[src/hdl/pvl_pkg.sv]
package pvl_pkg;

    // special cycle select encodings
    localparam logic [1:0] SPECIAL_OFF  = 2'h0;
    localparam logic [1:0] SPECIAL_RMW  = 2'h1;
    localparam logic [1:0] SPECIAL_LOCK = 2'h2;

    // destination address space codes
    localparam logic [2:0] SPACE_A16 = 3'h0;
    localparam logic [2:0] SPACE_A24 = 3'h1;
    localparam logic [2:0] SPACE_A32 = 3'h2;

    // posted write queue room needed for a new burst: 1 address + 16 data entries
    localparam logic [6:0] QUEUE_ROOM_NEEDED = 7'h11;
    localparam int         QUEUE_LEVEL_W     = 7;

    // widths
    localparam int ADDR_W = 32;
    localparam int AM_W   = 6;

    // reset values
    localparam logic [31:0] ERR_ADDR_RESET = 32'h0000_0000;
    localparam logic [5:0]  ERR_AM_RESET   = 6'h00;

    // target-side sequencer states, gray along idle->wait->done->stop
    typedef enum logic [2:0] {
        PVL_IDLE  = 3'b000,
        PVL_WAIT  = 3'b001,
        PVL_DONE  = 3'b011,
        PVL_STOP  = 3'b010,
        PVL_ABORT = 3'b110
    } pvl_state_t;

endpackage : pvl_pkg

[src/hdl/pvl_err_log.sv]
`timescale 1ns/100ps
// error log storage: address, modifier and flags, read data from registers
module pvl_err_log
    import pvl_pkg::*;
(
    input  wire logic              clock,        // system clock
    input  wire logic              resetn,       // async reset, active low
    input  wire logic              log_we,       // capture a posted-write error
    input  wire logic [ADDR_W-1:0] log_addr,     // failing address
    input  wire logic [AM_W-1:0]   log_am,       // failing modifier code
    input  wire logic              log_iack,     // error was in an iack cycle
    input  wire logic              log_clear,    // software clears valid flag
    output logic      [ADDR_W-1:0] err_addr,     // error_address_log
    output logic      [AM_W-1:0]   err_am,       // error_modifier_code
    output logic                   err_iack,     // iack state at error
    output logic                   err_multi,    // more than one error seen
    output logic                   err_valid     // log holds valid content
);

    logic valid_d;
    logic multi_d;

    // capture wins over a clear in the same cycle
    assign valid_d = log_we | (err_valid & ~log_clear);
    assign multi_d = (log_we & err_valid) | (err_multi & ~(log_clear & ~log_we));

    // log registers
    always_ff @(posedge clock or negedge resetn)
    begin
        if (!resetn)
        begin
            err_addr  <= ERR_ADDR_RESET;
            err_am    <= ERR_AM_RESET;
            err_iack  <= 1'b0;
            err_multi <= 1'b0;
            err_valid <= 1'b0;
        end
        else
        begin
            if (log_we && !err_valid)
            begin
                err_addr <= log_addr;
                err_am   <= log_am;
                err_iack <= log_iack;
            end
            err_multi <= multi_d;
            err_valid <= valid_d;
        end
    end

endmodule : pvl_err_log

[src/hdl/pvl_target.sv]
`timescale 1ns/100ps
module pvl_target
    import pvl_pkg::*;
(
    input  wire logic                     clock,               // system clock
    input  wire logic                     resetn,              // async reset, active low
    // configuration bits
    input  wire logic [1:0]               special_cycle_select,// disabled/rmw/lock
    input  wire logic                     bus_hold_request,    // software holds the bus
    input  wire logic                     release_mode_select, // 0 release_when_done, 1 release_on_request; not read here, tenure follows bus_hold_request alone
    input  wire logic                     hold_irq_enable,     // interrupt enable for granted
    input  wire logic                     berr_pci_enable,     // pci enable for bus error irq
    input  wire logic                     berr_vme_enable,     // bus enable for bus error irq
    input  wire logic                     err_log_clear,       // clears error log valid flag
    input  wire logic                     sta_clear,           // clears signalled abort flag
    // decoded pci access, valid on the address phase
    input  wire logic                     acc_start,           // new target access decoded
    input  wire logic                     acc_write,           // access is a write
    input  wire logic                     acc_register,        // access hits own registers
    input  wire logic                     acc_memory,          // memory command
    input  wire logic                     acc_special,         // address hits the special address
    input  wire logic                     acc_posted,          // image has posted writes on
    input  wire logic [2:0]               acc_space,           // image address space code
    input  wire logic [AM_W-1:0]          acc_am,              // image modifier code
    input  wire logic [1:0]               acc_addr_low,        // address bits 1:0
    input  wire logic [3:0]               acc_byte_en,         // byte enables (ignored for lock)
    input  wire logic                     frame_active,        // frame asserted on the pci bus
    input  wire logic                     data_beat,           // a data phase completed
    // queue and slave-channel state
    input  wire logic [QUEUE_LEVEL_W-1:0] queue_free,          // free posted_write_queue entries
    input  wire logic                     queue_empty,         // posted_write_queue empty
    input  wire logic                     regs_locked,         // slave channel holds registers
    // vme master interface
    input  wire logic                     vme_owned,           // we currently own the bus
    input  wire logic                     vme_done,            // bus cycle finished
    input  wire logic                     vme_berr,            // bus error on the coupled cycle
    input  wire logic                     pw_berr,             // bus error on a posted write
    input  wire logic [ADDR_W-1:0]        pw_addr,             // address of that posted write
    input  wire logic [AM_W-1:0]          pw_am,               // modifier of that posted write
    input  wire logic                     pw_iack,             // posted write was iack cycle
    output logic                          vme_start,           // start coupled bus cycle
    output logic                          vme_lock_cycle,      // cycle is a lock cycle
    output logic [AM_W-1:0]               vme_am,              // modifier for the cycle
    output logic [3:0]                    vme_byte_en,         // byte enables to the bus
    output logic                          vme_keep_tenure,     // do not release the bus
    output logic                          queue_purge,         // purge entries of failed cycle
    // pci termination
    output logic                          pci_trdy,            // target ready
    output logic                          pci_stop,            // stop request
    output logic                          pci_disconnect,      // stop is a disconnect
    output logic                          pci_retry,           // stop is a retry
    output logic                          pci_target_abort,    // stop is a target-abort
    output logic                          discard_data,        // drop write data of a lock
    // status
    output logic                          bus_hold_granted,    // bus held by request bit
    output logic                          signalled_target_abort, // sticky abort status
    output logic                          pci_irq,             // pci interrupt
    output logic                          bus_error_interrupt, // bus-side error interrupt
    output logic [ADDR_W-1:0]             error_address_log,   // failing address
    output logic [AM_W-1:0]               error_modifier_code, // failing modifier code
    output logic                          error_iack,          // iack state at error
    output logic                          error_multiple,      // repeat error flag
    output logic                          error_log_valid      // log contents valid
);

    pvl_state_t state_q, state_d;
    logic       granted_q, granted_d;
    logic       sta_q, sta_d;
    logic       lock_q, lock_d;
    logic       beat_seen_q, beat_seen_d;
    logic       irq_hold_q, irq_hold_d;
    logic       irq_err_q, irq_err_d;
    logic       bus_irq_q, bus_irq_d;
    logic [AM_W-1:0] am_q, am_d;

    // access classification
    wire lock_space  = (acc_space == SPACE_A16) | (acc_space == SPACE_A24)
                     | (acc_space == SPACE_A32);
    wire lock_req    = (special_cycle_select == SPECIAL_LOCK) & acc_special & acc_write
                     & ~acc_posted & lock_space;
    wire coupled     = ~acc_register & ~(acc_write & acc_posted);
    wire posted_new  = ~acc_register & acc_write & acc_posted;
    wire retry_post  = posted_new & (queue_free < QUEUE_ROOM_NEEDED);
    wire retry_coup  = coupled & (~vme_owned | ~queue_empty);
    wire retry_reg   = acc_register & regs_locked;
    wire retry_now   = acc_start & (retry_post | retry_coup | retry_reg);
    // an access seen outside idle is ignored, so the bus is never started twice
    wire idle        = (state_q == PVL_IDLE);
    wire go_coupled  = acc_start & idle & coupled & ~retry_now;
    wire hold_now    = bus_hold_request & vme_owned;

    // disconnect conditions once a beat has moved
    wire disc_reg    = acc_register & frame_active;
    wire disc_coup   = coupled & frame_active;
    wire disc_mem    = acc_memory & frame_active & (acc_addr_low != 2'h0);
    wire disc_need   = disc_reg | disc_coup | disc_mem;

    // sequencer next state
    always_comb
    begin
        state_d     = state_q;
        beat_seen_d = beat_seen_q;
        lock_d      = lock_q;
        am_d        = am_q;
        case (state_q)
            PVL_IDLE:
            begin
                beat_seen_d = 1'b0;
                lock_d      = 1'b0; // a stale lock would force all lanes
                if (retry_now)
                    state_d = PVL_STOP;
                else if (go_coupled)
                begin
                    state_d = PVL_WAIT;
                    lock_d  = lock_req;
                    am_d    = acc_am;
                end
                else if (acc_start)
                    state_d = PVL_DONE;
            end
            PVL_WAIT:
            begin
                if (vme_berr)
                    state_d = PVL_ABORT;
                else if (vme_done)
                    state_d = PVL_DONE;
            end
            PVL_DONE:
            begin
                if (data_beat)
                    beat_seen_d = 1'b1;
                if (!frame_active && (data_beat || beat_seen_q))
                    state_d = PVL_IDLE;
                else if (beat_seen_q && disc_need)
                    state_d = PVL_STOP;
            end
            PVL_STOP, PVL_ABORT:
            begin
                if (!frame_active)
                    state_d = PVL_IDLE;
            end
            default:
                state_d = PVL_IDLE;
        endcase
    end

    // sticky flags: a set in the clearing cycle wins
    assign sta_d      = (state_q == PVL_WAIT && vme_berr) | (sta_q & ~sta_clear);
    assign granted_d  = hold_now;
    assign irq_hold_d = (hold_now & ~granted_q & hold_irq_enable)
                      | (irq_hold_q & hold_irq_enable & granted_q);
    assign irq_err_d  = (pw_berr & berr_pci_enable) | (irq_err_q & ~err_log_clear);
    assign bus_irq_d  = (pw_berr & berr_vme_enable) | (bus_irq_q & ~err_log_clear);

    // state registers
    always_ff @(posedge clock or negedge resetn)
    begin
        if (!resetn)
        begin
            state_q     <= PVL_IDLE;
            beat_seen_q <= 1'b0;
            lock_q      <= 1'b0;
            am_q        <= ERR_AM_RESET;
        end
        else
        begin
            state_q     <= state_d;
            beat_seen_q <= beat_seen_d;
            lock_q      <= lock_d;
            am_q        <= am_d;
        end
    end

    // status registers
    always_ff @(posedge clock or negedge resetn)
    begin
        if (!resetn)
        begin
            granted_q  <= 1'b0;
            sta_q      <= 1'b0;
            irq_hold_q <= 1'b0;
            irq_err_q  <= 1'b0;
            bus_irq_q  <= 1'b0;
        end
        else
        begin
            granted_q  <= granted_d;
            sta_q      <= sta_d;
            irq_hold_q <= irq_hold_d;
            irq_err_q  <= irq_err_d;
            bus_irq_q  <= bus_irq_d;
        end
    end

    // bus-side outputs; lock cycle carries all lanes, write data is dropped
    assign vme_start       = go_coupled;
    assign vme_lock_cycle  = (state_q == PVL_WAIT) & lock_q;
    assign vme_am          = am_q;
    assign vme_byte_en     = lock_q ? 4'hF : acc_byte_en;
    assign discard_data    = (state_q == PVL_WAIT) & lock_q;
    // tenure kept only for the hold bit; lock alone does not keep the bus
    assign vme_keep_tenure = bus_hold_request;
    assign queue_purge     = pw_berr;

    // pci termination; stop without trdy moves no more data
    assign pci_stop         = (state_q == PVL_STOP) | (state_q == PVL_ABORT);
    assign pci_trdy         = (state_q == PVL_DONE) & ~(beat_seen_q & disc_need);
    assign pci_disconnect   = (state_q == PVL_STOP) & beat_seen_q;
    assign pci_retry        = (state_q == PVL_STOP) & ~beat_seen_q;
    assign pci_target_abort = (state_q == PVL_ABORT);

    assign bus_hold_granted       = granted_q;
    assign signalled_target_abort = sta_q;
    assign pci_irq                = irq_hold_q | irq_err_q;
    assign bus_error_interrupt    = bus_irq_q;

    // error log for posted writes
    pvl_err_log u_log (
        .clock     (clock),
        .resetn    (resetn),
        .log_we    (pw_berr),
        .log_addr  (pw_addr),
        .log_am    (pw_am),
        .log_iack  (pw_iack),
        .log_clear (err_log_clear),
        .err_addr  (error_address_log),
        .err_am    (error_modifier_code),
        .err_iack  (error_iack),
        .err_multi (error_multiple),
        .err_valid (error_log_valid)
    );

    // termination, retry and ownership
    a_stop_holds: assert property (@(posedge clock) disable iff (!resetn)
        pci_stop && frame_active |=> pci_stop)
        else $error("stop dropped while frame asserted");

    a_no_trdy_stop: assert property (@(posedge clock) disable iff (!resetn)
        pci_stop |-> !pci_trdy)
        else $error("trdy with stop");

    a_abort_sets: assert property (@(posedge clock) disable iff (!resetn)
        (state_q == PVL_WAIT && vme_berr) |=> pci_target_abort && signalled_target_abort)
        else $error("bus error did not abort");

    a_retry_post: assert property (@(posedge clock) disable iff (!resetn)
        (state_q == PVL_IDLE && acc_start && posted_new && queue_free < QUEUE_ROOM_NEEDED)
        |=> pci_retry)
        else $error("posted write not retried");

    a_retry_coup: assert property (@(posedge clock) disable iff (!resetn)
        (state_q == PVL_IDLE && acc_start && coupled && !vme_owned) |=> pci_retry)
        else $error("coupled access not retried");

    a_retry_reg: assert property (@(posedge clock) disable iff (!resetn)
        (state_q == PVL_IDLE && acc_start && acc_register && regs_locked) |=> pci_retry)
        else $error("register access not retried");

    a_coupled_wait: assert property (@(posedge clock) disable iff (!resetn)
        (state_q == PVL_WAIT && !vme_done && !vme_berr) |=> !pci_trdy)
        else $error("completed before bus cycle");

    a_grant_irq: assert property (@(posedge clock) disable iff (!resetn)
        $rose(bus_hold_granted) && hold_irq_enable |-> pci_irq)
        else $error("granted rise gave no interrupt");

    a_keep_tenure: assert property (@(posedge clock) disable iff (!resetn)
        bus_hold_request |-> vme_keep_tenure)
        else $error("tenure not kept");

    a_lock_lanes: assert property (@(posedge clock) disable iff (!resetn)
        vme_lock_cycle |-> vme_byte_en == 4'hF)
        else $error("lock lanes not full");

    a_log_valid: assert property (@(posedge clock) disable iff (!resetn)
        pw_berr |=> error_log_valid)
        else $error("log not valid after error");

    // lock cycle shape and attributes
    a_lock_start: assert property (@(posedge clock) disable iff (!resetn)
        vme_start && lock_req |=> vme_lock_cycle)
        else $error("lock request gave no lock cycle");

    a_lock_discard: assert property (@(posedge clock) disable iff (!resetn)
        vme_lock_cycle |-> discard_data)
        else $error("lock write data kept");

    a_lock_am: assert property (@(posedge clock) disable iff (!resetn)
        vme_start |=> vme_am == $past(acc_am))
        else $error("modifier not from image");

    a_lock_posted: assert property (@(posedge clock) disable iff (!resetn)
        idle && acc_start && acc_posted |=> !vme_lock_cycle)
        else $error("lock on posted image");

    a_lock_space: assert property (@(posedge clock) disable iff (!resetn)
        vme_start && !lock_space |=> !vme_lock_cycle)
        else $error("lock outside standard spaces");

    // grant, error reporting and stop forms
    a_grant_follow: assert property (@(posedge clock) disable iff (!resetn)
        hold_now |=> bus_hold_granted)
        else $error("granted not set while held");

    a_err_pci_irq: assert property (@(posedge clock) disable iff (!resetn)
        pw_berr && berr_pci_enable |=> pci_irq)
        else $error("no pci interrupt on error");

    a_err_bus_irq: assert property (@(posedge clock) disable iff (!resetn)
        pw_berr && berr_vme_enable |=> bus_error_interrupt)
        else $error("no bus interrupt on error");

    a_err_purge: assert property (@(posedge clock) disable iff (!resetn)
        pw_berr |-> queue_purge)
        else $error("entries not purged");

    a_retry_form: assert property (@(posedge clock) disable iff (!resetn)
        pci_retry |-> pci_stop && !pci_trdy)
        else $error("retry without stop");

    a_abort_form: assert property (@(posedge clock) disable iff (!resetn)
        pci_target_abort |-> pci_stop && !pci_trdy)
        else $error("abort without stop");

endmodule : pvl_target

[config.mk]
export PLATFORM = sky130hd
export DESIGN_NAME = pvl_target
export DESIGN_NICKNAME = d
export VERILOG_FILES = /design/src/hdl/pvl_pkg.sv /design/src/hdl/pvl_err_log.sv /design/src/hdl/pvl_target.sv
export SDC_FILE = /design/constraint.sdc
export NUM_CORES = 1
export LEC_CHECK = 0
export BUFFER_PORTS_ARGS = -buffer_cell sky130_fd_sc_hd__clkbuf_2
export CAP_MARGIN = 20
export CORE_MARGIN = 2
export CORE_UTILIZATION = 30
export CTS_BUF_LIST = sky130_fd_sc_hd__clkbuf_4 sky130_fd_sc_hd__clkbuf_8
export DETAILED_ROUTE_END_ITERATION = 10
export PLACE_DENSITY = 0.7
export SETUP_SLACK_MARGIN = 0.2
export SYNTH_ARGS = -nofsm -noshare
export SYNTH_HDL_FRONTEND = slang
export SYNTH_SLANG_ARGS = --single-unit
export TNS_END_PERCENT = 50
[constraint.sdc]
create_clock -name clock -period 1.9 [get_ports clock]
set_clock_uncertainty 0.2 [all_clocks]
set_input_delay 0.095 -clock clock [delete_from_list [all_inputs] [get_ports clock]]
set_output_delay 0.095 -clock clock [all_outputs]
set_load 0.005 [all_outputs]
# == Word-level counts from Yosys, hierarchy flattened ==
# Index checks and enable logic that the tools add are counted.
# word_totals
register_bits,57
latchBits,0
ram_bits,0
mem_bits_ro,0
inputBits,86
out_inout_bits,65
wordCells,122
n_memories,0
# op_classes
n_addsub,0
mul,0
div_mod_pow,0
magnitude_cmp,1
n_eq_ne,12
shift,0
mux,14
bitwise_logic,66
n_reduce_logical,15
# ops
operator,count
1-bit AND,38
3-bit 2-to-1 mux,8
1-bit OR,15
1-bit NOT,13
3-bit case mux with 4 select lines,1
3-bit by 2-bit equality test with 1-bit output (second input constant),3
7-bit by 5-bit less-than comparator with 1-bit output (second input constant),1
3-bit by 1-bit equality test with 1-bit output (second input constant),2
3-bit zero test,2
3-bit != test (second input constant),2
1-bit logical AND,4
4-bit 2-to-1 mux,1
2-bit != test (second input constant),2
4-bit != test (second input constant),1
4-bit AND reduction,1
2-bit nonzero test,2
3-bit equality test (second input constant),1
1-bit 2-to-1 mux,3
3-bit AND reduction,1
2-bit equality test (second input constant),1
1-bit zero test,2
1-bit case mux with 2 select lines,1
2-bit AND reduction,1
2-bit OR reduction,1
1-bit logical OR,1

# == Depth between registers and ports, before layout ==
# depth
ltp_word,12
ltp_mapped,6

# == Hierarchy ==
# A second synthesis with hierarchy kept.
# hier_totals
cells_unflattened,177
hier_area_um2,2488.6
# by_module_without_submodules
module,instances,cells_per_inst,area_each_um2,seq_area_each_um2
pvl_err_log,1,90,1587.8,1026.0
pvl_target,1,87,900.9,400.4

# == Worst setup path after synthesis ==
# No wires, ideal clock.
# synth_path
path_type,register to register
startpoint,reg state_q[0]
endpoint,"reg am_q[0], in the netlist vme_am[0]"
setup_ps,125
arrival_time_ps,1708
setup_slack_ps,-133
path_stages_with_launch,7
path_cell_list,dfrtp_1 > buf_6 > a2111o_1 > a311oi_1 > and3_1 > buf_6 > mux2_4
# synth_via
elab_chain_len,5
# synth_lines
element,line_no,source
start: declaration,pvl_target.sv:66,"pvl_state_t state_q, state_d;"
start signal: assignment,pvl_target.sv:167,state_q <= state_d;
3-bit zero test,pvl_target.sv:88,wire idle = (state_q == PVL_IDLE);
1-bit AND (3 in series),pvl_target.sv:89,wire go_coupled = acc_start & idle & coupled & ~retry_now;
via vme_start,pvl_target.sv:41,"output logic vme_start,"
3-bit AND reduction (no line),--,
end signal: assignment,pvl_target.sv:170,am_q <= am_d;
end: declaration,pvl_target.sv:74,"logic [AM_W-1:0] am_q, am_d;"
# The timed path passes the listed nets, and every way through them passes these cells.
# A chain may end at the register's enable or synchronous reset.

# == Worst setup path in the final report ==
# layout_path
startpoint,reg state_q[2]
endpoint,"reg am_q[3], in the netlist vme_am[3]"
# layout_via
elab_chain_len,5
# layout_lines
element,line_no
3-bit zero test (*),"pvl_target.sv:88, pvl_target.sv:105"
1-bit AND (3 in series),pvl_target.sv:89
3-bit AND reduction (no line) (*),--
# Mark *: on every way between the ends. The rest lies on a longest branch, timed or not.

==> flow_summary.json <==
{
  "worst_slew_pin_slew_ns": 0.378,
  "p_clk_share_pct": 24.4,
  "synthToLayoutAreaGrowth_pct": 78.0,
  "synth_top_area_share_pct": 58.5,
  "port_buffers": 149,
  "postSynthAreaPerCell_um2": 13.6,
  "critPathLaunchType": "register",
  "p_total_mw": 4.05,
  "crit_type": "reg -> reg",
  "hold_violations": 0,
  "viasPerCell": 4.47,
  "synth_warnings": 0,
  "drtIter0Drc": 15,
  "slew_viol_final": 0,
  "synth.area.top_cells": "dfrtp_1 59%, mux2_2 18%, mux2_4 3.7%",
  "synth_ff_type": "dfrtp_1",
  "gp_congestion": 0.892,
  "wl_per_cell_um": 13.5,
  "yosysSeqAreaShare_pct": 58.5,
  "power_switching_mw": 1.18,
  "vias": 2324,
  "htree_levels": 3,
  "grt_max_degree": 37,
  "async_flop_share_pct": 100,
  "yosysTopAreaCell": "dfrtp_1",
  "postPlaceCellArea_um2": 3360,
  "cp_max_fo": 7,
  "p_int_mw": 2.87,
  "synth_edf_count": 0,
  "drt_wl_total_um": 7020,
  "cp.required_ns": 1.91,
  "p_sw_share_pct": 29.2,
  "fill_cells": 628,
  "overflow": 0,
  "grt_setup_unrepaired": "true",
  "grt_first_pass_wirelength_um": 11100,
  "seqPwrFrac_pct": 40.9,
  "dpl_worst_slack_ns": -0.102,
  "root_buffer": "clkbuf_8",
  "syn_area_um2": 2440,
  "maxCapViolations": 0,
  "synth_most_common_cell": "dfrtp_1",
  "antenna_found_initial": 0,
  "antenna_cells": 0,
  "cts_buffer_depth": 2,
  "initial_core_util_pct": 31.2,
  "fp.dieArea_um2": 8860,
  "clk_latency_ns": 0.33,
  "period_share_pct": 109,
  "synth_seq_cells": 57,
  "design_area_um2": 4340,
  "cp.arrival_ns": 2.09,
  "die_w_um": 94.1,
  "fp.dieH_um": 94.1,
  "first_pass_iters": 3,
  "relSlewSlack_pct": 74.5,
  "ys_top_cells_by_count": "57 x dfrtp_1, 40 x mux2_2, 6 x mux2_4, 6 x nand2_1",
  "setup_viol": 8,
  "ys_types": 37,
  "postLayoutSetupSlackWorst_ns": -0.180,
  "synthesis.nets": 265,
  "grt_pass1_vias": 2472,
  "drive_gt1_share_pct": 58.6,
  "clk_pin_slew_worst_paths_ns": 0.07,
  "violations": "negative setup slack",
  "p_comb_share_pct": 34.7,
  "fin_crit_ns": 2.08,
  "track_usage_pct": 16.3,
  "syn_inst": 179,
  "core-area_um2": 7810,
  "ant_nets": 0,
  "final_nets": 499,
  "io-pin-count": 151,
  "r2r_slack_ns": -0.18,
  "p_leak_nw": 2.16,
  "drc": 0,
  "rows": 32,
  "ir_drop_mv": 0.423,
  "hold_class": "in -> reg",
  "clock.fmax_mhz": 481,
  "status": "complete, but fails checks",
  "cts_tree": "yes",
  "end_kind": "register",
  "numCtsBuffers": 9,
  "numClockSinks": 57,
  "dp_hpwl_um": 4520,
  "p_per_area_nw_per_um2": 933
}
## power groups by stage
stage	Combinational [mW]	Clock [mW]	Sequential (mW)
2_1_floorplan	0.575	0	1.66
3_3_place_gp	1.11	0	1.66
3_5_place_dp	1.13	0	1.67
4_1_cts	1.36	1.02	1.65
5_1_grt	1.54	1.07	1.70
6_report	1.41	0.987	1.66
## layout by cell type (no fill, tap or decap), types with 4 or more instances in the layout
cell type | Yosys | routed
a21oi_1 | 5 | 5
and2_1 | 4 | 4
buf_4 | 3 | 10
buf_6 | 2 | 8
clkbuf_2 | 0 | 146
clkbuf_8 | 0 | 10
dfrtp_1 | 57 | 57
dlygate4sd3_1 | 0 | 65
inv_1 | 5 | 5
mux2_2 | 40 | 40
mux2_4 | 6 | 6
nand2_1 | 6 | 5
nor2_1 | 5 | 5
o21ai_0 | 4 | 4
or2_2 | 5 | 5
## per-stage QoR
| step | setup TNS (ns) | hold WS (ns) | std cells | util, % |
|---|---|---|---|---|
| 6_report | -1.28 | 0.0192 | 520 | 55.6 |
| 5_1_grt | -1.87 | 0.00616 | 520 | 55.6 |
| 4_1_cts | -1.33 | 0.00326 | 520 | 55.2 |
| 3_5_place_dp | -0.580 | -0.224 | 428 | 43.0 |
| 3_3_place_gp | -0.344 | -0.223 | 428 | 43.0 |
| 2_1_floorplan | -0.402 | -0.401 | 179 | - |
## layer usage
layer,share of wire [%],vias to the layer above,global-route usage [%]
met5,0,-,0
met4,1.3,0,5.43
li1,-,1105,-
met2,51,112,30.4
met1,40,1100,17.5
met3,7.4,7,4.57
## area by class of cell
cell class / instances / area (um2) / share of cell area, %
tap: 102 / 128 / 2.94
timing repair buffer: 234 / 1620 / 37.3
clock inverter: 5 / 31.3 / 0.721
sequential: 57 / 1430 / 32.9
clock buffer: 11 / 145 / 3.34
multi-input combinational: 106 / 973 / 22.4
inverter: 5 / 18.8 / 0.433
## critical path, stage by stage, from the launching register on
cell	delay, ns
dfrtp_1	0.37
a2111o_1	0.39
a311oi_2	0.25
and3_4	0.24
buf_12	0.11
buf_4	0.12
mux2_4	0.29
## path summary, 6_finish.rpt
kind                                                      from                             end  depth (start not counted)
worst min register to register  u_log.err_addr[19]$_DFFE_PN0P_  u_log.err_addr[19]$_DFFE_PN0P_                          1
worst max register to register          state_q[2]$_DFFE_PN0P_           vme_am[3]$_DFFE_PN0P_                          6
min in group asynchronous                               resetn  u_log.err_addr[26]$_DFFE_PN0P_                          3
worst min-delay path                              acc_space[0]              lock_q$_DFFE_PN0P_                          3
worst max-delay path                    state_q[2]$_DFFE_PN0P_           vme_am[3]$_DFFE_PN0P_                          6
max in group asynchronous                               resetn  u_log.err_addr[29]$_DFFE_PN0P_                          3
## cells by family (layout without fill, tap and decap cells)
group | after synthesis | count (layout) | synth area share (%)
multiplexers | 46 | 46 | 22.2
flip-flops | 57 | 57 | 58.5
AND/OR/NAND/NOR | 33 | 33 | 7.70
AO/OA/AOI/OAI | 27 | 27 | 7.91
buffers and inverters | 16 | 255 | 3.70
## flip-flops by register name (all words and copies together), names as in the netlist, 3 cells and up
register,count
u_log.err_addr,32
state_q,3
vme_am,6
u_log.err_am,6
## repair_timing
| item | CTS | global route |
|---|---|---|
| resized for setup | 10 | 8 |
| pin swaps | 3 | 0 |
| endpoints found under the setup margin | 12 | 16 |
| setup buffers | 11 | 0 |
| endpoints found under the hold margin | 114 | 0 |
| hold buffers | 65 | 0 |
| cloned | 0 | 0 |
Note: power is estimated with default switching activity, not from simulation.
